===== config.mk =====
export PLATFORM = sky130hd
export DESIGN_NAME = crp_ctrl
export DESIGN_NICKNAME = d
export VERILOG_FILES = /design/src/inc/crp_pkg.sv /design/src/rtl/crp_ctrl.sv
export SDC_FILE = /design/constraint.sdc
export NUM_CORES = 1
export LEC_CHECK = 0
export ABC_CLOCK_PERIOD_IN_PS = 2000
export BUFFER_PORTS_ARGS = -buffer_cell sky130_fd_sc_hd__buf_2
export CAP_MARGIN = 20
export CELL_PAD_IN_SITES_DETAIL_PLACEMENT = 1
export CELL_PAD_IN_SITES_GLOBAL_PLACEMENT = 2
export CORE_UTILIZATION = 30
export DETAILED_ROUTE_END_ITERATION = 6
export PLACE_DENSITY_LB_ADDON = 0.3
export SLEW_MARGIN = 20
export SYNTH_ARGS = -nofsm -noshare
export SYNTH_HDL_FRONTEND = slang
export SYNTH_SLANG_ARGS = --single-unit

===== constraint.sdc =====
create_clock -name core_clk_in -period 2 [get_ports core_clk_in]
set_input_delay 0.1 -clock core_clk_in [delete_from_list [all_inputs] [get_ports core_clk_in]]
set_output_delay 0.1 -clock core_clk_in [all_outputs]
set_load 0.005 [all_outputs]

===== src/inc/crp_pkg.sv =====
// constants and carrier types of the clock, reset and power controller
package crp_pkg;

	// timing at the 10 MHz core clock
	localparam int CLK_NS = 100;
	localparam int LVD_FILT_NS = 5000;
	localparam int LVD_FILT_CYC = (LVD_FILT_NS + CLK_NS - 1) / CLK_NS;
	localparam logic [5:0] LVD_LAST = 6'(LVD_FILT_CYC - 1);
	localparam int START_CYC = 4096;
	localparam logic [12:0] START_LAST = 13'(START_CYC - 1);
	localparam int WAKE_UNIT_DEF = 4096;

	// register indexes, byte address is four times the index
	localparam logic [5:0] IDX_CPU_DIV = 6'h2E;
	localparam logic [5:0] IDX_OPT_CLK = 6'h30;
	localparam logic [5:0] IDX_OPT_TRIM = 6'h31;
	localparam logic [5:0] IDX_OPT_LVD = 6'h32;
	localparam logic [5:0] IDX_OPT_WAKE = 6'h33;
	localparam logic [5:0] IDX_STATUS = 6'h34;

	// field positions
	localparam int POS_GAIN = 2;
	localparam int POS_ST = 0;
	localparam int POS_CAUSE = 3;
	localparam int POS_SEL = 5;
	localparam int POS_LVD = 7;
	localparam int POS_RST = 8;

	// values after reset
	localparam logic [5:0] RST_CPU_DIV = 6'h00;
	localparam logic [1:0] RST_CLK_MODE = 2'h0;
	localparam logic [2:0] RST_GAIN = 3'h0;
	localparam logic [5:0] RST_TRIM = 6'h14;
	localparam logic [1:0] RST_LVD_LVL = 2'h2;
	localparam logic [7:0] RST_WAKE = 8'h00;
	localparam logic [15:0] VEC_RESET = 16'h0000;

	// clock mode and detector level codes
	localparam logic [1:0] CKM_INT = 2'h0;
	localparam logic [1:0] CKM_EXT = 2'h1;
	localparam logic [1:0] LVL_OFF = 2'h0;

	typedef enum logic [1:0] {
		CAUSE_POR = 2'b00,
		CAUSE_EXT = 2'b01,
		CAUSE_WDOG = 2'b10,
		CAUSE_LVD = 2'b11
	} crp_cause_t;

	typedef enum logic [2:0] {
		ST_DLY1 = 3'b000,
		ST_DLY2 = 3'b001,
		ST_RUN = 3'b010,
		ST_WAIT = 3'b011,
		ST_HALT = 3'b100
	} crp_st_t;

	typedef struct packed {
		logic psel;
		logic penable;
		logic pwrite;
		logic [7:0] paddr;
		logic [31:0] pwdata;
	} crp_apb_req_t;

	typedef struct packed {
		logic [31:0] prdata;
		logic pready;
		logic pslverr;
	} crp_apb_rsp_t;

	typedef struct packed {
		logic [1:0] ext_s;
		logic [1:0] por_s;
		logic [1:0] sup_s;
		logic [1:0] lvd_s;
		logic [1:0] nmi_s;
		logic [1:0] pta_s;
		logic [1:0] ptb_s;
		crp_st_t st;
		logic [12:0] cnt;
		logic [7:0] pre;
		logic [5:0] lvd_cnt;
		logic lvd_act;
		logic in_rst;
		crp_cause_t cause;
		logic [1:0] wake;
		logic [1:0] clk_sel;
		logic [5:0] cpu_cnt;
		logic [5:0] cpu_div;
		logic [1:0] clk_mode;
		logic [2:0] gain;
		logic [5:0] trim;
		logic [1:0] lvd_lvl;
		logic [7:0] wake_cnt;
		logic core_rst_n;
		logic osc_en;
		logic periph_en;
		logic cpu_en;
		logic lvd_en;
		logic start;
		logic [1:0] resume;
		logic [15:0] boot_addr;
		crp_apb_rsp_t rsp;
	} crp_state_t;

endpackage : crp_pkg


===== src/rtl/crp_ctrl.sv =====
// clock, reset and power-saving sequencer with apb option registers
`timescale 1ns/10ps

module crp_ctrl
	import crp_pkg::*;
#(
	parameter int WAKE_UNIT = WAKE_UNIT_DEF
) (
	// clock and reset
	input wire logic core_clk_in,
	input wire logic rst_n_in,
	// register bus
	input wire crp_apb_req_t apb_req_in,
	output crp_apb_rsp_t apb_rsp_out,
	// reset and supply sources
	input wire logic ext_rst_n_in,
	input wire logic por_in,
	input wire logic supply_good_in,
	input wire logic lvd_below_in,
	input wire logic wdog_rst_in,
	input wire logic wdog_en_in,
	// core requests and interrupts
	input wire logic wait_req_in,
	input wire logic halt_req_in,
	input wire logic irq_in,
	input wire logic nmi_in,
	input wire logic [1:0] port_irq_in,
	input wire logic [1:0] port_mask_in,
	// clock and reset controls
	output logic core_rst_n_out,
	output logic start_pulse_out,
	output logic [15:0] boot_addr_out,
	output logic [1:0] resume_irq_out,
	output logic osc_en_out,
	output logic [1:0] clk_sel_out,
	output logic [5:0] osc_trim_out,
	output logic [2:0] osc_gain_out,
	output logic cpu_clk_en_out,
	output logic periph_clk_en_out,
	output logic lvd_en_out,
	output logic [1:0] lvd_level_out
);

	////////////////////////////////////////////////////////////////////////////
	// helpers

	// last count of the cpu divider
	function automatic logic [5:0] crp_div_last(input logic [5:0] f);
		case (f)
			6'h00: return 6'h00;
			6'h01: return 6'h01;
			6'h02: return 6'h03;
			6'h04: return 6'h07;
			6'h08: return 6'h0F;
			6'h10: return 6'h1F;
			default: return 6'h3F;
		endcase
	endfunction : crp_div_last

	crp_state_t s;
	crp_state_t n;
	logic ext_req;
	logic por_req;
	logic halt_wake;
	logic [31:0] rd;
	logic hit;
	logic [5:0] idx;

	assign ext_req = !s.ext_s[1];
	assign por_req = s.por_s[1];
	assign halt_wake = s.nmi_s[1] || (s.pta_s[1] && port_mask_in[0])
		|| (s.ptb_s[1] && port_mask_in[1]);

	////////////////////////////////////////////////////////////////////////////
	// next state

	always_comb begin
		n = s;
		idx = apb_req_in.paddr[7:2];
		rd = 32'h0000_0000;
		hit = 1'b1;
		n.ext_s = {s.ext_s[0], ext_rst_n_in};
		n.por_s = {s.por_s[0], por_in};
		n.sup_s = {s.sup_s[0], supply_good_in};
		n.lvd_s = {s.lvd_s[0], lvd_below_in};
		n.nmi_s = {s.nmi_s[0], nmi_in};
		n.pta_s = {s.pta_s[0], port_irq_in[0]};
		n.ptb_s = {s.ptb_s[0], port_irq_in[1]};
		n.start = 1'b0;
		n.resume = 2'b00;

		// detector filter, untouched by its own reset
		if (s.st == ST_HALT || s.lvd_lvl == LVL_OFF) begin
			n.lvd_cnt = 6'h00;
			n.lvd_act = 1'b0;
		end else if (s.lvd_s[1] != s.lvd_act) begin
			if (s.lvd_cnt == LVD_LAST) begin
				n.lvd_act = s.lvd_s[1];
				n.lvd_cnt = 6'h00;
			end else begin
				n.lvd_cnt = s.lvd_cnt + 6'h01;
			end
		end else begin
			n.lvd_cnt = 6'h00;
		end

		// apb access phase, answer one cycle later
		unique case (idx)
			IDX_CPU_DIV: rd[5:0] = s.cpu_div;
			IDX_OPT_CLK: rd[4:0] = {s.gain, s.clk_mode};
			IDX_OPT_TRIM: rd[5:0] = s.trim;
			IDX_OPT_LVD: rd[1:0] = s.lvd_lvl;
			IDX_OPT_WAKE: rd[7:0] = s.wake_cnt;
			IDX_STATUS: begin
				rd[POS_ST +: 3] = s.st;
				rd[POS_CAUSE +: 2] = s.cause;
				rd[POS_SEL +: 2] = s.clk_sel;
				rd[POS_LVD] = s.lvd_act;
				rd[POS_RST] = s.in_rst;
			end
			default: hit = 1'b0;
		endcase
		n.rsp.pready = 1'b0;
		n.rsp.pslverr = 1'b0;
		if (apb_req_in.psel && apb_req_in.penable && !s.rsp.pready) begin
			n.rsp.pready = 1'b1;
			n.rsp.pslverr = !hit;
			n.rsp.prdata = apb_req_in.pwrite ? 32'h0000_0000 : rd;
		end
		if (apb_req_in.psel && apb_req_in.penable && s.rsp.pready && apb_req_in.pwrite) begin
			unique case (idx)
				IDX_CPU_DIV: n.cpu_div = apb_req_in.pwdata[5:0];
				IDX_OPT_CLK: begin
					n.clk_mode = apb_req_in.pwdata[1:0];
					n.gain = apb_req_in.pwdata[POS_GAIN +: 3];
				end
				IDX_OPT_TRIM: n.trim = apb_req_in.pwdata[5:0];
				IDX_OPT_LVD: n.lvd_lvl = apb_req_in.pwdata[1:0];
				IDX_OPT_WAKE: n.wake_cnt = apb_req_in.pwdata[7:0];
				default: ;
			endcase
		end

		// sequencer
		unique case (s.st)
			ST_DLY1: begin
				if (s.sup_s[1]) begin
					if (s.cnt == START_LAST) begin
						n.cnt = 13'h0000;
						n.pre = 8'h00;
						n.st = (s.clk_mode == CKM_INT) ? ST_RUN : ST_DLY2;
					end else begin
						n.cnt = s.cnt + 13'h0001;
					end
				end
			end
			ST_DLY2: begin
				if (s.cnt == 13'(WAKE_UNIT - 1)) begin
					n.cnt = 13'h0000;
					if (s.pre == s.wake_cnt) begin
						n.st = ST_RUN;
					end else begin
						n.pre = s.pre + 8'h01;
					end
				end else begin
					n.cnt = s.cnt + 13'h0001;
				end
			end
			ST_RUN: begin
				if (!s.in_rst && halt_req_in && !wdog_en_in) begin
					n.st = ST_HALT;
				end else if (!s.in_rst && wait_req_in) begin
					n.st = ST_WAIT;
				end
			end
			ST_WAIT: begin
				if (irq_in) begin
					n.st = ST_RUN;
				end
			end
			ST_HALT: begin
				if (halt_wake) begin
					n.st = ST_DLY1;
					n.cnt = 13'h0000;
					n.clk_sel = CKM_INT;
					n.wake = {s.pta_s[1] || s.ptb_s[1], s.nmi_s[1]};
				end
			end
			default: n.st = ST_DLY1;
		endcase

		// start-up complete: selected clock with reset release or resume, all in the same cycle
		if ((s.st == ST_DLY1 || s.st == ST_DLY2) && n.st == ST_RUN) begin
			n.clk_sel = s.clk_mode;
			n.resume = s.wake;
			n.wake = 2'b00;
			n.in_rst = 1'b0;
		end

		// reset merge
		if (ext_req || por_req) begin
			n.st = ST_DLY1;
			n.cnt = 13'h0000;
			n.pre = 8'h00;
			n.clk_sel = CKM_INT;
			n.wake = 2'b00;
			n.in_rst = 1'b1;
			n.cause = ext_req ? CAUSE_EXT : CAUSE_POR;
			n.cpu_div = RST_CPU_DIV;
		end else if (s.lvd_act || wdog_rst_in) begin
			n.st = ST_RUN;
			n.wake = 2'b00;
			n.in_rst = 1'b1;
			n.cause = s.lvd_act ? CAUSE_LVD : CAUSE_WDOG;
			n.cpu_div = RST_CPU_DIV;
		end else if (s.in_rst && s.st == ST_RUN) begin
			n.in_rst = 1'b0;
		end

		// outputs follow the next state
		n.start = s.in_rst && !n.in_rst;
		if (n.start) begin
			n.boot_addr = VEC_RESET;
		end
		n.core_rst_n = !n.in_rst;
		n.osc_en = n.st != ST_HALT;
		n.periph_en = n.st == ST_RUN || n.st == ST_WAIT;
		n.lvd_en = n.lvd_lvl != LVL_OFF && n.st != ST_HALT;
		if (n.st == ST_RUN) begin
			if (s.cpu_cnt == 6'h00) begin
				n.cpu_cnt = crp_div_last(n.cpu_div);
				n.cpu_en = 1'b1;
			end else begin
				n.cpu_cnt = s.cpu_cnt - 6'h01;
				n.cpu_en = 1'b0;
			end
		end else begin
			n.cpu_cnt = 6'h00;
			n.cpu_en = 1'b0;
		end
	end

	////////////////////////////////////////////////////////////////////////////
	// state register

	always_ff @(posedge core_clk_in or negedge rst_n_in) begin
		if (!rst_n_in) begin
			s <= '0;
			s.st <= ST_DLY1;
			s.in_rst <= 1'b1;
			s.cause <= CAUSE_POR;
			s.clk_sel <= CKM_INT;
			s.cpu_div <= RST_CPU_DIV;
			s.clk_mode <= RST_CLK_MODE;
			s.gain <= RST_GAIN;
			s.trim <= RST_TRIM;
			s.lvd_lvl <= RST_LVD_LVL;
			s.wake_cnt <= RST_WAKE;
			s.osc_en <= 1'b1;
			s.boot_addr <= VEC_RESET;
		end else begin
			s <= n;
		end
	end

	assign apb_rsp_out = s.rsp;
	assign core_rst_n_out = s.core_rst_n;
	assign start_pulse_out = s.start;
	assign boot_addr_out = s.boot_addr;
	assign resume_irq_out = s.resume;
	assign osc_en_out = s.osc_en;
	assign clk_sel_out = s.clk_sel;
	assign osc_trim_out = s.trim;
	assign osc_gain_out = s.gain;
	assign cpu_clk_en_out = s.cpu_en;
	assign periph_clk_en_out = s.periph_en;
	assign lvd_en_out = s.lvd_en;
	assign lvd_level_out = s.lvd_lvl;
endmodule : crp_ctrl


==> metrics.cfg, run 1 <==
[run_status]
status = complete, but fails checks
violations = negative setup slack

[detailed_routing]
vias = 4595
finalWirelength_um = 16400
remaining_drc_errors = 0
ant_nets = 0
viasPerCell = 4.95
first_iter_violations = 200
wire_per_inst_um = 17.7
dr.pass1.iters = 4

[synth]
synth-seq-area-share_pct = 45.9
netlist_instances = 570
synth-edff-count = 0
synthFlopType = dfrtp_1
async_flop_share_pct = 100
ys_types = 67
syn_area_um2 = 5690
yosysWarnings = 0
syn_area_per_cell_um2 = 9.97
yosys_register_bits = 104

[floorplan]
die_w_um = 140
io_pins = 130
start_util_pct = 31.1
coreArea_um2 = 18300
rows = 49
die-height_um = 140
dieArea_um2 = 19500

[timing]
rsz0062_at_grt = true
min_period_ns = 2.03
hold_ws_ns = 0.00875
setup_ws_ns = -0.0271
timing.slew.headroom_pct = 61.3
setup_viol = 6
fmax_mhz = 493
slew_viol_final = 0
finalHoldViolCount = 0
finalSetupTns_ns = -0.127
skew_ns = 0.00638
finalCritPeriodShare_pct = 101
tightest_slew_ns = 0.580

[global_routing]
grt_usage_pct = 17.5
grt_first_pass_wirelength_um = 26400
grt_max_degree = 43
grt_overflow = 0
antenna_found_initial = 0
grt_pass1_vias = 4927

[clocking]
clockBufferDepth = 2
cts_root_buf = clkbuf_16
cts_tree = done
clkLatencyLatePin_ns = 0.36
htreeDepth = 3
clk_pin_slew_ns = 0.07
cts_buffers = 9
clock-sinks = 104

[finish]
multiInputGateArea_um2 = 2810
syn_to_final_growth_pct = 26.3
regArea_um2 = 2610
antenna_cells = 0
layout_commonest_cell = dfrtp_1
mostFrequentLayoutCells = 99 x dfrtp_1, 80 x buf_4, 63 x buf_2
final_area_um2 = 7180
fillCellCount = 2078
nNetsFinal = 759
post-route-util_pct = 39.3
drive_gt1_share_pct = 35.2

[critical_path]
required_ns = 2.27
path_class = reg -> reg
timing.rr.start = apb_rsp_out[1]$_DFF_PN0_
worstPathArrival_ns = 2.29
endpoint_kind = flip-flop
crit_path_start_kind = flip-flop
crit_path_start = apb_rsp_out[1]$_DFF_PN0_
path_max_fanout = 4

[placement]
place_congestion = 0.884
portBuffers = 64
place_hpwl_um = 12400
placed_cell_area_um2 = 6420

[run]
maxCapViolCount = 0

[power_and_ir_drop]
p_int_mw = 3.17
switching_power_mw = 1.07
sequentialPowerShare_pct = 50.9
peakVddDrop_v = 0.000318
comb_power_share_pct = 7.9
switching_share_pct = 25.2
p_per_area_nw_per_um2 = 590
power_frac_clock_pct = 41.2
p_leak_nw = 3.35

[min_path]
hp-class = in -> reg
hold_start = apb_req_in[7]

flip-flops by register name, indices dropped and copies added (netlist names), 2 cells and up:
signal,count
s,64
apb_rsp_out,11
n,7
osc_trim_out,6
osc_gain_out,3
clk_sel_out,2
lvd_level_out,2
resume_irq_out,2
critical path, cell delays in order, from the launching register on:
cell      delay [ns]
dfrtp_1         0.40
nand4_1         0.19
nor3_4          0.06
buf_12          0.14
buf_4           0.13
buf_4           0.14
or3_1           0.30
o311ai_0        0.10
nand4b_1        0.20
a221oi_2        0.27
final timing paths:
path / to / slack (ns) / cells after the start
min in group asynchronous: s[94]$_DFFE_PN0P_ / 0.28 / 2
worst max-delay path: s[87]$_DFF_PN0_ / -0.03 / 9
worst max register to register: s[87]$_DFF_PN0_ / -0.03 / 9
max in group asynchronous: s[81]$_DFF_PN0_ / 0.97 / 3
worst min-delay path: s[65]$_DFFE_PN0P_ / 0.009 / 2
worst min register to register: s[142]$_DFF_PN0_ / 0.36 / 0
synth_stat cells (6+ instances only):
cell,count,share of area (%)
mux2i_1,11,1.9
xnor2_1,18,2.8
o21ai_0,29,2.6
nand3_1,23,2.0
nor3_1,15,1.3
dfrtp_1,99,44
clkbuf_1,16,1.1
ha_1,6,1.3
mux2_2,23,4.6
a21oi_1,18,1.6
xor2_1,6,0.92
nor2_1,48,3.2
o31ai_1,7,0.92
nand2b_1,12,1.3
buf_4,65,8.6
a22o_1,7,1.1
nand2_1,44,2.9
nand4_1,9,0.99
inv_1,15,0.99
power groups by stage:
stage | clock network [mW] | registers [mW] | logic (mW)
2_1_floorplan | 0 | 2.19 | 0.187
3_3_place_gp | 0 | 2.19 | 0.292
3_5_place_dp | 0 | 2.20 | 0.298
4_1_cts | 1.81 | 2.15 | 0.324
5_1_grt | 1.89 | 2.16 | 0.371
6_report | 1.74 | 2.15 | 0.334
routing by layer:
layer	track usage [%]	part of all wire [%]	vias up
li1	-	-	2171
met1	22.6	46	2319
met2	29.5	50	84
met3	2.58	2.6	21
met4	6.59	1.8	0
met5	0	0	-
kinds of logic (layout without fill, tap and decap cells):
| group | after synthesis | count (layout) | synth area share, % |
|---|---|---|---|
| xor+xnor | 24 | 24 | 3.70 |
| simple gates | 195 | 195 | 18.6 |
| flops | 104 | 104 | 45.9 |
| compound gates | 106 | 106 | 12.9 |
| fa+ha+maj | 6 | 6 | 1.32 |
| mux | 34 | 34 | 6.49 |
| buf+inv | 100 | 191 | 11.0 |
| other cells | 1 | 39 | 0.0660 |
stage by stage:
step | cells | power [mW] | setup WS (ns)
finish | 928 | 4.23 | -0.0271
global route | 928 | 4.41 | -0.111
CTS | 915 | 4.29 | -0.00573
detailed placement | 885 | 2.49 | -0.0997
global placement | 885 | 2.49 | -0.00787
floorplan | 608 | 2.38 | 0.0198
timing repair:
action	4_1_cts	5_1_grt
setup buffers	7	14
gates resized for setup	24	29
hold buffers	8	0
hold endpoints to repair	45	0
pin swaps	14	17
setup endpoints to repair	12	13
area by class of cell:
class,instances,share of cell area [%]
Sequential cell,104,36.3
Clock buffer,10,3.33
Timing Repair Buffer,160,15.8
Tap cell,229,3.99
Multi-Input combinational cell,404,39.1
Clock inverter,6,0.697
Inverter,15,0.784
No activity file was read; power rests on OpenSTA's default activity.
==> run 2: changes to the inputs <==
ABC_CLOCK_PERIOD_IN_PS = 2260   (was 2000)
CORE_UTILIZATION = 34   (was 30)
clock period = 2.26 ns   (was 2 ns; I/O delays follow)
==> run 2 against run 1 <==
  * The flow now finishes without violations
  * Core utilization grew 1.1 points
  * Combinational power decreased by 24%
  * Count of clock-buffer cells in the layout down 1
  * Global-route usage rose by 0.90 points
  * Clock skew up 0.0043 ns
  * Cell count shrank 7.3%
  * Power down 14%
  * Wire length fell by 8.0%
  * Critical path type unchanged
  * Largest power group unchanged
  * Highest routed layer unchanged
==> metrics.cfg, run 2 (synthesis results as in run 1) <==
[run_status]
status = completed  ; was complete, but fails checks

[detailed_routing]
finalWirelength_um = 15100  ; was 16400 um
ant_nets = 0  ; unchanged
vias = 4365  ; was 4595
wire_per_inst_um = 17.6  ; was 17.7 um
remaining_drc_errors = 0  ; unchanged
viasPerCell = 5.08  ; was 4.95
first_iter_violations = 244  ; was 200
dr.pass1.iters = 4  ; unchanged

[global_routing]
antenna_found_initial = 0  ; unchanged
grt_max_degree = 37  ; was 43
grt_pass1_vias = 4536  ; was 4927
grt_first_pass_wirelength_um = 24900  ; was 26400 um
grt_usage_pct = 18.4  ; was 17.5%
grt_overflow = 0  ; unchanged

[placement]
place_hpwl_um = 11400  ; was 12400 um
place_congestion = 0.857  ; was 0.884
place_inst = 835  ; was 885
portBuffers = 64  ; unchanged

[critical_path]
required_ns = 2.47  ; was 2.27 ns
endpoint = s[87]$_DFF_PN0_  ; unchanged
ff2ff_setup_slack_ns = 0.1  ; was -0.03 ns
crit_path_start = apb_rsp_out[1]$_DFF_PN0_  ; unchanged
rr_worst_depth = 6  ; was 9
path_class = reg -> reg  ; unchanged
worstPathArrival_ns = 2.37  ; was 2.29 ns
timing.rr.start = apb_rsp_out[1]$_DFF_PN0_  ; unchanged
endpoint_kind = flip-flop  ; unchanged
r2r_end = s[87]$_DFF_PN0_  ; unchanged
crit_path_start_kind = flip-flop  ; unchanged
path_max_fanout = 4  ; unchanged

[clocking]
clock-sinks = 104  ; unchanged
htreeDepth = 3  ; unchanged
clkLatencyLatePin_ns = 0.36  ; about the same
cts_buffers = 9  ; unchanged
clockBufferDepth = 2  ; unchanged
cts_root_buf = clkbuf_16  ; unchanged
cts_tree = done  ; unchanged
clk_pin_slew_ns = 0.07  ; about the same

[timing]
finalSetupTns_ns = 0  ; was -0.127 ns
timing.slew.headroom_pct = 57.9  ; was 61.3%
tightest_slew_ns = 0.622  ; was 0.580 ns
finalHoldViolCount = 0  ; unchanged
setup_viol = 0  ; was 6
rsz0062_at_grt = false  ; was true
fmax_mhz = 462  ; was 493 MHz
slew_viol_final = 0  ; unchanged
skew_ns = 0.0107  ; was 0.00638 ns
min_period_ns = 2.16  ; was 2.03 ns
finalCritPeriodShare_pct = 95.8  ; was 101%

[floorplan]
rows = 46  ; was 49
coreArea_um2 = 16100  ; was 18300 um^2
dieArea_um2 = 17200  ; was 19500 um^2
io_pins = 130  ; unchanged
die_w_um = 131  ; was 140 um
start_util_pct = 35.3  ; was 31.1%
die-height_um = 131  ; was 140 um

[finish]
multiInputGateArea_um2 = 2630  ; was 2810 um^2
drive_gt1_share_pct = 25.5  ; was 35.2%
antenna_cells = 0  ; unchanged
mostFrequentLayoutCells = 99 x dfrtp_1, 63 x buf_2, 47 x nor2_1  ; was 99 x dfrtp_1, 80 x buf_4, 63 x buf_2
layout_commonest_cell = dfrtp_1  ; unchanged
fillCellCount = 1853  ; was 2078
regArea_um2 = 2610  ; unchanged
regMostFlops = s  ; unchanged
syn_to_final_growth_pct = 14.4  ; was 26.3%
nNetsFinal = 705  ; was 759
largest_reg_flops = 64  ; unchanged
fin_cells = 860  ; was 928

[power_and_ir_drop]
peakVddDrop_v = 0.000335  ; was 0.000318 V
p_per_area_nw_per_um2 = 559  ; was 590 nW/um^2
p_leak_nw = 3.02  ; was 3.35 nW
power.total_mw = 3.64  ; was 4.23 mW

[min_path]
hp-class = in -> reg  ; unchanged

[run]
maxCapViolCount = 0  ; unchanged

## run 2: cell type report
class	count	share of cell area [%]
Clock buffer	9	3.46
Clock inverter	6	0.654
Inverter	15	0.865
Multi-Input combinational cell	404	40.5
Sequential cell	104	40.1
Tap cell	216	4.15
Timing Repair Buffer	106	10.3
## run 2: worst min-delay path by stage
| stage | depth (start not counted) | startpoint | slack, ns | to |
|---|---|---|---|---|
| after floorplan | 0 | rst_n_in | -0.18 | apb_rsp_out[0]$_DFF_PN0_ |
| after global placement | 1 | rst_n_in | 0.02 | s[114]$_DFFE_PN0P_ |
| after detailed placement | 1 | rst_n_in | 0.04 | s[114]$_DFFE_PN0P_ |
| after CTS | 2 | apb_req_in[6] | 0.02 | s[64]$_DFFE_PN0P_ |
| after global routing | 2 | apb_req_in[6] | 0.02 | s[64]$_DFFE_PN0P_ |
| final | 2 | apb_req_in[6] | 0.04 | s[64]$_DFFE_PN0P_ |
## run 2: repair_timing
action,CTS,global route
buffers inserted,0,2
hold buffers,8,0
setup endpoints to repair,1,12
pin swaps,0,3
gates resized for setup,1,9
endpoints found under the hold margin,60,0
## run 2: power breakdown
group | switching [mW] | total, mW | internal (mW)
Combinational | 0.160 | 0.254 | 0.0940
Clock | 0.728 | 1.47 | 0.746
Sequential | 0.0215 | 1.91 | 1.89
## run 2: metal layers
layer	track usage, %	vias to the layer above	wire, um
li1	-	2069	-
met1	25.2	2192	7200
met2	29.5	92	7180
met3	3.82	12	541
met4	4.78	0	172
met5	0	-	0
## run 2: critical path: stages (launching register included)
cell,delay [ns]
dfrtp_1,0.40
and4_1,0.28
a311o_1,0.42
a32oi_1,0.27
o211ai_1,0.15
a31oi_1,0.36
a221oi_1,0.13
## run 2: metrics by stage
step	hold WS [ns]	setup slack (ns)	cell area, um^2	utilization [%]
floorplan	-0.183	0.129	5830	-
global placement	0.0248	0.0837	6100	37.9
detailed placement	0.0354	0.0148	6100	37.9
CTS	0.0215	0.00754	6450	40.0
global route	0.0169	0.00593	6510	40.4
finish	0.0394	0.0953	6510	40.4
